==> config.mk <==
export PLATFORM = sky130hd
export DESIGN_NAME = urc_ctrl
export DESIGN_NICKNAME = d
export VERILOG_FILES = /design/src/urc_pkg.sv /design/src/urc_ctrl.sv
export SDC_FILE = /design/constraint.sdc
export NUM_CORES = 1
export LEC_CHECK = 0
export ABC_AREA = 1
export BUFFER_PORTS_ARGS = -buffer_cell sky130_fd_sc_hd__buf_2
export CAP_MARGIN = 20
export CORE_ASPECT_RATIO = 2
export CORE_UTILIZATION = 55
export CTS_CLUSTER_SIZE = 20
export DETAILED_ROUTE_END_ITERATION = 8
export PLACE_DENSITY = 0.91
export SLEW_MARGIN = 30
export SYNTH_ARGS = -nofsm -noshare
export SYNTH_HDL_FRONTEND = slang
export SYNTH_SLANG_ARGS = --single-unit
==> constraint.sdc <==
create_clock -name clk_sys_i -period 5.32 [get_ports clk_sys_i]
set_input_delay 0.532 -clock clk_sys_i [delete_from_list [all_inputs] [get_ports clk_sys_i]]
set_output_delay 0.532 -clock clk_sys_i [all_outputs]
set_load 0.01 [all_outputs]
==> src/urc_pkg.sv <==
package urc_pkg;
  // ****************************************
  // Register map
  // ****************************************
  localparam logic [7:0] URC_OFS_DDC = 8'h00;
  localparam logic [7:0] URC_OFS_SPR = 8'h04;
  localparam logic [7:0] URC_OFS_FEATURE_CONTROL = 8'h08;
  localparam logic [7:0] URC_OFS_EFR = 8'h0C;
  localparam logic [7:0] URC_OFS_MCR = 8'h10;
  localparam logic [7:0] URC_RST_SPR = 8'hFF;
  localparam logic [7:0] URC_RST_CTL = 8'h00;
  // ****************************************
  // Field positions
  // ****************************************
  localparam int URC_DDC_DLY_LSB = 4;
  localparam int URC_DDC_TXDIS = 3;
  localparam int URC_DDC_RXDIS = 2;
  localparam int URC_DDC_TXMODE = 1;
  localparam int URC_DDC_RXMODE = 0;
  localparam int URC_FEATURE_CONTROL_TBL_LSB = 6;
  localparam int URC_FEATURE_CONTROL_485 = 5;
  localparam int URC_FEATURE_CONTROL_IRINV = 4;
  localparam int URC_EFR_ARTS = 6;
  localparam int URC_EFR_ENH = 4;
  localparam int URC_MCR_SEL = 2;
  localparam int URC_MCR_RTS = 1;
  localparam int URC_MCR_DTR = 0;
  localparam logic [1:0] URC_TBL_D = 2'h3;
  // ****************************************
  // Carriers
  // ****************************************
  typedef struct packed {
    logic tx_load;
    logic tsr_empty;
    logic thr_empty;
    logic txf_empty;
    logic xchar_pend;
    logic xchar_sent;
  } urc_tx_ev_t;
  typedef struct packed {
    logic busy;
    logic done;
  } urc_rx_ev_t;
  typedef enum logic [1:0] {URC_DIR_RX, URC_DIR_TX, URC_DIR_TURN} urc_dir_st_t;
  function automatic logic [5:0] urc_hyst(input logic [3:0] code);
    case (code)
      4'h0: urc_hyst = 6'h00;
      4'h1: urc_hyst = 6'h04;
      4'h2: urc_hyst = 6'h06;
      4'h3: urc_hyst = 6'h08;
      4'h4: urc_hyst = 6'h08;
      4'h5: urc_hyst = 6'h10;
      4'h6: urc_hyst = 6'h18;
      4'h7: urc_hyst = 6'h20;
      4'h8: urc_hyst = 6'h28;
      4'h9: urc_hyst = 6'h2C;
      4'hA: urc_hyst = 6'h30;
      4'hB: urc_hyst = 6'h34;
      4'hC: urc_hyst = 6'h0C;
      4'hD: urc_hyst = 6'h14;
      4'hE: urc_hyst = 6'h1C;
      default: urc_hyst = 6'h24;
    endcase
  endfunction
endpackage

==> src/urc_ctrl.sv <==
`timescale 1ns/1ns
module urc_ctrl #(
  parameter int LEVEL_W = 9
) (
  input wire logic clk_sys_i,
  input wire logic rst_i,
  input wire logic psel_i,
  input wire logic penable_i,
  input wire logic pwrite_i,
  input wire logic [7:0] paddr_i,
  input wire logic [31:0] pwdata_i,
  input wire logic [3:0] pstrb_i,
  output logic [31:0] prdata_o,
  output logic pready_o,
  output logic pslverr_o,
  input wire logic [7:0] modem_status_i,
  input wire urc_pkg::urc_tx_ev_t tx_ev_i,
  input wire urc_pkg::urc_rx_ev_t rx_ev_i,
  input wire logic bit_tick_i,
  input wire logic [LEVEL_W-1:0] rx_level_i,
  input wire logic [LEVEL_W-1:0] rx_trig_i,
  input wire logic [LEVEL_W-1:0] next_up_i,
  input wire logic [LEVEL_W-1:0] next_dn_i,
  input wire logic ir_rx_i,
  output logic tx_halt_o,
  output logic xchar_allow_o,
  output logic rx_data_en_o,
  output logic rx_xchar_en_o,
  output logic tx_irq_src_o,
  output logic rts_n_o,
  output logic dtr_n_o,
  output logic dir_o,
  output logic ir_rx_o,
  output logic [1:0] trig_table_o
);
  import urc_pkg::*;
  if (LEVEL_W < 7 || LEVEL_W > 16) begin : g_chk
    $error("LEVEL_W must be 7 to 16");
  end

  // ****************************************
  // APB slave
  // ****************************************
  logic [7:0] ddc_reg;
  logic [7:0] spr_reg;
  logic [7:0] feature_control_reg;
  logic [7:0] efr_reg;
  logic [7:0] mcr_reg;
  logic setup;
  logic access;
  logic wr;
  logic mapped;
  logic [7:0] rd_mux;
  logic [7:0] wbyte;
  assign setup = psel_i && !penable_i && !pready_o;
  assign access = psel_i && penable_i && pready_o;
  assign wr = access && pwrite_i && !pslverr_o && pstrb_i[0];
  assign wbyte = pwdata_i[7:0];
  always_comb begin
    mapped = 1'b1;
    rd_mux = 8'h00;
    case (paddr_i)
      URC_OFS_DDC: rd_mux = modem_status_i;
      URC_OFS_SPR: rd_mux = spr_reg;
      URC_OFS_FEATURE_CONTROL: rd_mux = feature_control_reg;
      URC_OFS_EFR: rd_mux = efr_reg;
      URC_OFS_MCR: rd_mux = mcr_reg;
      default: mapped = 1'b0;
    endcase
  end
  // Zero wait: answer is prepared in setup so pready can come from a flop
  always_ff @(posedge clk_sys_i) begin
    if (rst_i) begin
      pready_o <= 1'b0;
      pslverr_o <= 1'b0;
      prdata_o <= 32'h00000000;
    end else begin
      pready_o <= setup;
      pslverr_o <= setup && !mapped;
      if (setup && !pwrite_i) begin
        prdata_o <= {24'h000000, rd_mux};
      end
    end
  end
  // ****************************************
  // Control registers
  // ****************************************
  // Legacy software cannot disturb the enhanced bits once the gate is closed
  always_ff @(posedge clk_sys_i) begin
    if (rst_i) begin
      ddc_reg <= URC_RST_CTL;
    end else if (wr && paddr_i == URC_OFS_DDC && efr_reg[URC_EFR_ENH]) begin
      ddc_reg <= wbyte;
    end
  end

  // No reset source other than rst_i, so the content survives sleep
  always_ff @(posedge clk_sys_i) begin
    if (rst_i) begin
      spr_reg <= URC_RST_SPR;
    end else if (wr && paddr_i == URC_OFS_SPR) begin
      spr_reg <= wbyte;
    end
  end

  always_ff @(posedge clk_sys_i) begin
    if (rst_i) begin
      feature_control_reg <= URC_RST_CTL;
      efr_reg <= URC_RST_CTL;
      mcr_reg <= URC_RST_CTL;
    end else begin
      if (wr && paddr_i == URC_OFS_FEATURE_CONTROL) begin
        feature_control_reg <= wbyte;
      end
      if (wr && paddr_i == URC_OFS_EFR) begin
        efr_reg <= wbyte;
      end
      if (wr && paddr_i == URC_OFS_MCR) begin
        mcr_reg <= wbyte;
      end
    end
  end

  logic auto485;
  logic tx_dis;
  logic rx_dis;
  logic [3:0] dly;
  assign auto485 = feature_control_reg[URC_FEATURE_CONTROL_485];
  assign tx_dis = ddc_reg[URC_DDC_TXDIS];
  assign rx_dis = ddc_reg[URC_DDC_RXDIS];
  assign dly = ddc_reg[URC_DDC_DLY_LSB +: 4];
  // ****************************************
  // Transmit and receive disable
  // ****************************************
  logic tx_dis_d_reg;
  logic token_reg;
  logic rx_on_reg;
  logic token_next;
  logic rx_on_next;

  // Set wins over the clear when a pending character meets the disable edge
  assign token_next = tx_dis && ((!tx_dis_d_reg && tx_ev_i.xchar_pend) ||
                      (token_reg && !tx_ev_i.xchar_sent));
  // Character in progress finishes before reception stops
  assign rx_on_next = !rx_dis || (rx_on_reg && rx_ev_i.busy && !rx_ev_i.done);

  always_ff @(posedge clk_sys_i) begin
    if (rst_i) begin
      tx_dis_d_reg <= 1'b0;
      token_reg <= 1'b0;
      rx_on_reg <= 1'b1;
    end else begin
      tx_dis_d_reg <= tx_dis;
      token_reg <= token_next;
      rx_on_reg <= rx_on_next;
    end
  end

  // Immediate send is not gated here; software must keep tx_dis clear for it
  always_ff @(posedge clk_sys_i) begin
    if (rst_i) begin
      tx_halt_o <= 1'b0;
      xchar_allow_o <= 1'b1;
      rx_data_en_o <= 1'b1;
      rx_xchar_en_o <= 1'b1;
    end else begin
      tx_halt_o <= tx_dis;
      xchar_allow_o <= !tx_dis || ddc_reg[URC_DDC_TXMODE] || token_next;
      rx_data_en_o <= rx_on_next;
      rx_xchar_en_o <= rx_on_next || ddc_reg[URC_DDC_RXMODE];
    end
  end
  // Receive FIFO read path is outside this gating and stays open
  // ****************************************
  // RS-485 direction
  // ****************************************
  urc_dir_st_t st_reg;
  urc_dir_st_t st_next;
  logic [3:0] cnt_reg;
  logic [3:0] cnt_next;
  logic dir_reg;
  logic tx_done;

  // Only data loads raise the pin; flow characters never do
  assign tx_done = tx_ev_i.tsr_empty && tx_ev_i.txf_empty && !tx_ev_i.tx_load;

  always_comb begin
    st_next = st_reg;
    cnt_next = cnt_reg;
    case (st_reg)
      URC_DIR_RX: begin
        if (auto485 && tx_ev_i.tx_load) begin
          st_next = URC_DIR_TX;
        end
      end
      URC_DIR_TX: begin
        if (tx_done) begin
          cnt_next = dly;
          st_next = (dly == 4'h0) ? URC_DIR_RX : URC_DIR_TURN;
        end
      end
      URC_DIR_TURN: begin
        if (tx_ev_i.tx_load) begin
          st_next = URC_DIR_TX;
        end else if (bit_tick_i) begin
          cnt_next = cnt_reg - 4'h1;
          if (cnt_reg == 4'h1) begin
            st_next = URC_DIR_RX;
          end
        end
      end
      default: st_next = URC_DIR_RX;
    endcase
    if (!auto485) begin
      st_next = URC_DIR_RX;
    end
  end

  always_ff @(posedge clk_sys_i) begin
    if (rst_i) begin
      st_reg <= URC_DIR_RX;
      cnt_reg <= 4'h0;
      dir_reg <= 1'b0;
    end else begin
      st_reg <= st_next;
      cnt_reg <= cnt_next;
      dir_reg <= (st_next != URC_DIR_RX);
    end
  end
  // ****************************************
  // Receive flow control thresholds
  // ****************************************
  logic [5:0] hyst;
  logic use_hyst;
  logic [LEVEL_W:0] upper;
  logic [LEVEL_W:0] lower;
  logic flow_hold_reg;
  logic flow_next;

  assign hyst = urc_hyst(feature_control_reg[3:0]);
  assign use_hyst = (feature_control_reg[URC_FEATURE_CONTROL_TBL_LSB +: 2] == URC_TBL_D) && (hyst != 6'h00);

  always_comb begin
    if (use_hyst) begin
      upper = {1'b0, rx_trig_i} + (LEVEL_W+1)'(hyst);
      lower = (rx_trig_i > LEVEL_W'(hyst)) ?
              {1'b0, rx_trig_i - LEVEL_W'(hyst)} : '0;
    end else begin
      upper = {1'b0, next_up_i};
      lower = {1'b0, next_dn_i};
    end
    flow_next = flow_hold_reg;
    if ({1'b0, rx_level_i} >= upper) begin
      flow_next = 1'b1;
    end else if ({1'b0, rx_level_i} < lower) begin
      flow_next = 1'b0;
    end
  end

  always_ff @(posedge clk_sys_i) begin
    if (rst_i) begin
      flow_hold_reg <= 1'b0;
    end else begin
      flow_hold_reg <= flow_next;
    end
  end
  // ****************************************
  // Modem control pins
  // ****************************************
  logic sel_pin;
  logic sel_base;
  logic auto_pin;
  assign sel_pin = mcr_reg[URC_MCR_SEL];
  assign sel_base = sel_pin ? mcr_reg[URC_MCR_DTR] : mcr_reg[URC_MCR_RTS];

  // Pin is high while transmitting; direction wins over flow control
  always_comb begin
    if (auto485) begin
      auto_pin = (st_next != URC_DIR_RX);
    end else if (efr_reg[URC_EFR_ARTS]) begin
      auto_pin = flow_next || !sel_base;
    end else begin
      auto_pin = !sel_base;
    end
  end

  always_ff @(posedge clk_sys_i) begin
    if (rst_i) begin
      rts_n_o <= 1'b1;
      dtr_n_o <= 1'b1;
      dir_o <= 1'b0;
      tx_irq_src_o <= 1'b1;
      trig_table_o <= 2'h0;
    end else begin
      rts_n_o <= sel_pin ? !mcr_reg[URC_MCR_RTS] : auto_pin;
      dtr_n_o <= sel_pin ? auto_pin : !mcr_reg[URC_MCR_DTR];
      dir_o <= (st_next != URC_DIR_RX);
      tx_irq_src_o <= auto485 ? tx_ev_i.tsr_empty : tx_ev_i.thr_empty;
      trig_table_o <= feature_control_reg[URC_FEATURE_CONTROL_TBL_LSB +: 2];
    end
  end
  // ****************************************
  // Infrared receive input
  // ****************************************
  logic ir_s1_reg;
  logic ir_s2_reg;
  always_ff @(posedge clk_sys_i) begin
    if (rst_i) begin
      ir_s1_reg <= 1'b0;
      ir_s2_reg <= 1'b0;
      ir_rx_o <= 1'b0;
    end else begin
      ir_s1_reg <= ir_rx_i;
      ir_s2_reg <= ir_s1_reg;
      ir_rx_o <= ir_s2_reg ^ feature_control_reg[URC_FEATURE_CONTROL_IRINV];
    end
  end
endmodule

==> run metrics <==
leakage power=about 2.5 nW; DRT antenna net count=0; I/O pins=148; Max Freq=277 MHz; DR vias=roughly 4400; Bufs on Longest Clock Path=2; main combinational cell family by area after synthesis=compound AO/OA/AOI/OAI gates; worst path cell trace=nor2_1 -> nand3_1 -> nand2_1 -> inv_1 -> nand3_1 -> inv_1 -> a32oi_1 -> ha_1 -> a21oi_1 -> o21ai_0 -> a211oi_1 -> nand2_1 -> nand2_1 -> nand2_1 -> nand2_1 -> nand2_1 -> nand2_1 -> nand2_1 -> nand2_1 -> nand2_1; setup slack after layout=about 1.7 ns; diode count=0; first drt pass iteration count=5; Clock transition at path regs=around 0.060 ns; first-pass GRT wire length=18300 µm; layout cells sized above 1=0.202; CP max-delay cell=inv_1; # setup viols final=0; initial antenna violation count=0; DRT iter0 DRCs=around 190; Post-Synth Simple-Gate Area=0.207; Synth Area per Inst=around 7.5 µm²; Crit Path Class=register to register; YS warnings=0; clk_lat worst skew=approximately 0.34 ns; fin cells=776; drt total wl=around 12000 µm; Post-CTS Hold Buffers=0; RePlAce Congestion=slightly above 0.9; startpoint types=register; Synth Area in Compound Gates=0.212; drc violations=0; worst vdd ir=a little under 300 µV; post-DR wirelength/cell=approximately 15 µm; post_cts resized=0; largest net degree at the start of global routing=43; grt total ovfl=0; CP top delay family=simple AND/OR/NAND/NOR gates; Die W=between 60 and 70 µm; multiplexer share of the synthesized area=0.00228; Post-Synth XOR/XNOR Area=0.0159; max incr delay on CP=approximately 0.49 ns; post-synth top area share=0.346; CTS tree=built; TritonCTS Buffers=9; Core Box Area=~7700 µm²; row count=45; Tightest Pin Transition=0.801 ns; clock sinks=76; synth-to-layout area growth=17.5%; post-synthesis sequential area ratio=0.346; Netlist Area Pre-Place=4400 µm²; Synth Flop Type=dfxtp_1; Final Skew=approximately 0.011 ns; htree depth=3; Clock Tree Root=clkbuf_16; most frequent cells in the layout=buf_2 (96), nand2_1 (88), dfxtp_1 (76); FFs w/ async S/R, synth=0; CP Max Fanout=15; Tmin final=between 3 and 4 ns; Worst Path Required=~5.5 ns; Min-Delay Path Class=primary input to register; Setup TNS Final=0 ns; GRT Overall Usage=0.286; fin crit share=0.678; Die Height=approximately 130 µm; Initial Utilization=0.575; Max Slew Vio Count=0; number of global-route vias before repair=between 4000 and 5000; Vias/cell=approximately 5.6; crit-path most repeated cell=nand2_1; Synth Register Bits=76; Post-synth EDFFs=0; final-report hold violation count=0; postcts setup bufs=0; Yosys cell types=44; Max transition margin=0.462; Worst Path Arrival=about 3.8 ns; Mapped Cells=around 600; DIE AREA=8380 µm²; Max Cap Viol=0; synth top area cells=dfxtp_1 (35%), ha_1 (8.5%), nand2_1 (7.5%); DP Wirelength=roughly 9000 µm; RSZ-0062 raised after global routing=false; Post-Synth Adder-Cell Area=0.0944; port bufs=96; commonest non-fill, non-tap cell in the layout=buf_2; nets@finish=813; pre-CTS setup slack=1.62 ns; leading area contributor after synthesis=dfxtp_1; Cell Pwr Density=between 200 and 300 nW/µm²; placed cells=761; crit end category=register; status=complete, no violations; Critical path buffers and inverters=2
==> logic make-up (layout without fill, tap and decap cells) <==
logic type	Yosys count	after routing
flip-flops	76	76
other	1	24
XOR/XNOR	8	8
AND/OR/NAND/NOR	193	193
multiplexers	1	1
AO/OA/AOI/OAI	159	159
buffers and inverters	116	189
adder cells (fa/ha/maj)	32	32
==> per-stage QoR <==
step / area [µm²] / total power [mW] / hold WS, ns / util
floorplan: 4490 / 0.678 / 0.388 / -
global placement: 4840 / 0.715 / 0.393 / 0.633
detailed placement: 4840 / 0.722 / 0.398 / 0.633
CTS: 5170 / 1.37 / 0.401 / 0.675
global route: 5170 / 1.42 / 0.409 / 0.675
finish: 5170 / 1.38 / 0.399 / 0.675
==> routing by layer <==
metal  global-route usage  vias to the layer above  share of wire
li1                     -                     2098              -
met1                0.256                     1988           0.34
met2                0.542                      208           0.54
met3               0.0523                       57          0.056
met4                0.212                        0          0.062
met5                    0                        -              0
==> tightest hold or removal path, cell delays in order <==
cell,delay [ns]
buf_2,0.08
nand2_1,0.04
nand3_1,0.05
==> cells in the mapped netlist (2+ instances only) <==
| master | count |
|---|---|
| a211oi_1 | 11 |
| a21boi_0 | 2 |
| a21oi_1 | 53 |
| a21oi_2 | 3 |
| a221oi_1 | 9 |
| a31oi_1 | 4 |
| a32oi_1 | 3 |
| buf_2 | 3 |
| buf_4 | 24 |
| clkbuf_1 | 11 |
| dfxtp_1 | 76 |
| fa_1 | 2 |
| ha_1 | 30 |
| inv_1 | 72 |
| inv_2 | 5 |
| nand2_1 | 88 |
| nand2_4 | 2 |
| nand3_1 | 16 |
| nand4_1 | 2 |
| nor2_1 | 60 |
| nor2_2 | 4 |
| nor2_4 | 2 |
| nor2_8 | 2 |
| nor3_1 | 6 |
| nor3_4 | 2 |
| nor4_1 | 2 |
| nor4_4 | 2 |
| o211ai_1 | 11 |
| o21ai_0 | 55 |
| o21ai_1 | 2 |
| o31ai_1 | 2 |
| or2_2 | 2 |
| xor2_1 | 7 |
==> path summary, 6_finish.rpt <==
path / slack (ns) / cells past startpoint / to / from
max: 1.72 / 20 / dtr_n_o$_SDFF_PP1_ / hyst[2]$_DFF_P_
min: 0.40 / 3 / tx_irq_src_o$_SDFF_PP1_ / tx_ev_i[3]
max reg2reg: 1.72 / 20 / dtr_n_o$_SDFF_PP1_ / hyst[2]$_DFF_P_
min reg2reg: 0.41 / 2 / ir_s2_reg$_SDFF_PP0_ / ir_s1_reg$_SDFF_PP0_
==> area by class of cell <==
| class | instances | area, µm² |
|---|---|---|
| clock inverter | 4 | 72.6 |
| sequential | 76 | 1520 |
| clock buffer | 11 | 253 |
| multi-input combinational | 417 | 2430 |
| fill | 640 | 2490 |
| timing repair buffer | 97 | 488 |
| inverter | 77 | 289 |
| tap | 94 | 118 |
==> power by group <==
| group | switching (mW) | internal, mW | leakage [nW] |
|---|---|---|---|
| combinational | 0.0843 | 0.0518 | 1.75 |
| clock | 0.230 | 0.433 | 0.158 |
| sequential | 0.00227 | 0.575 | 0.615 |
Power figures use the tool's default switching activity.
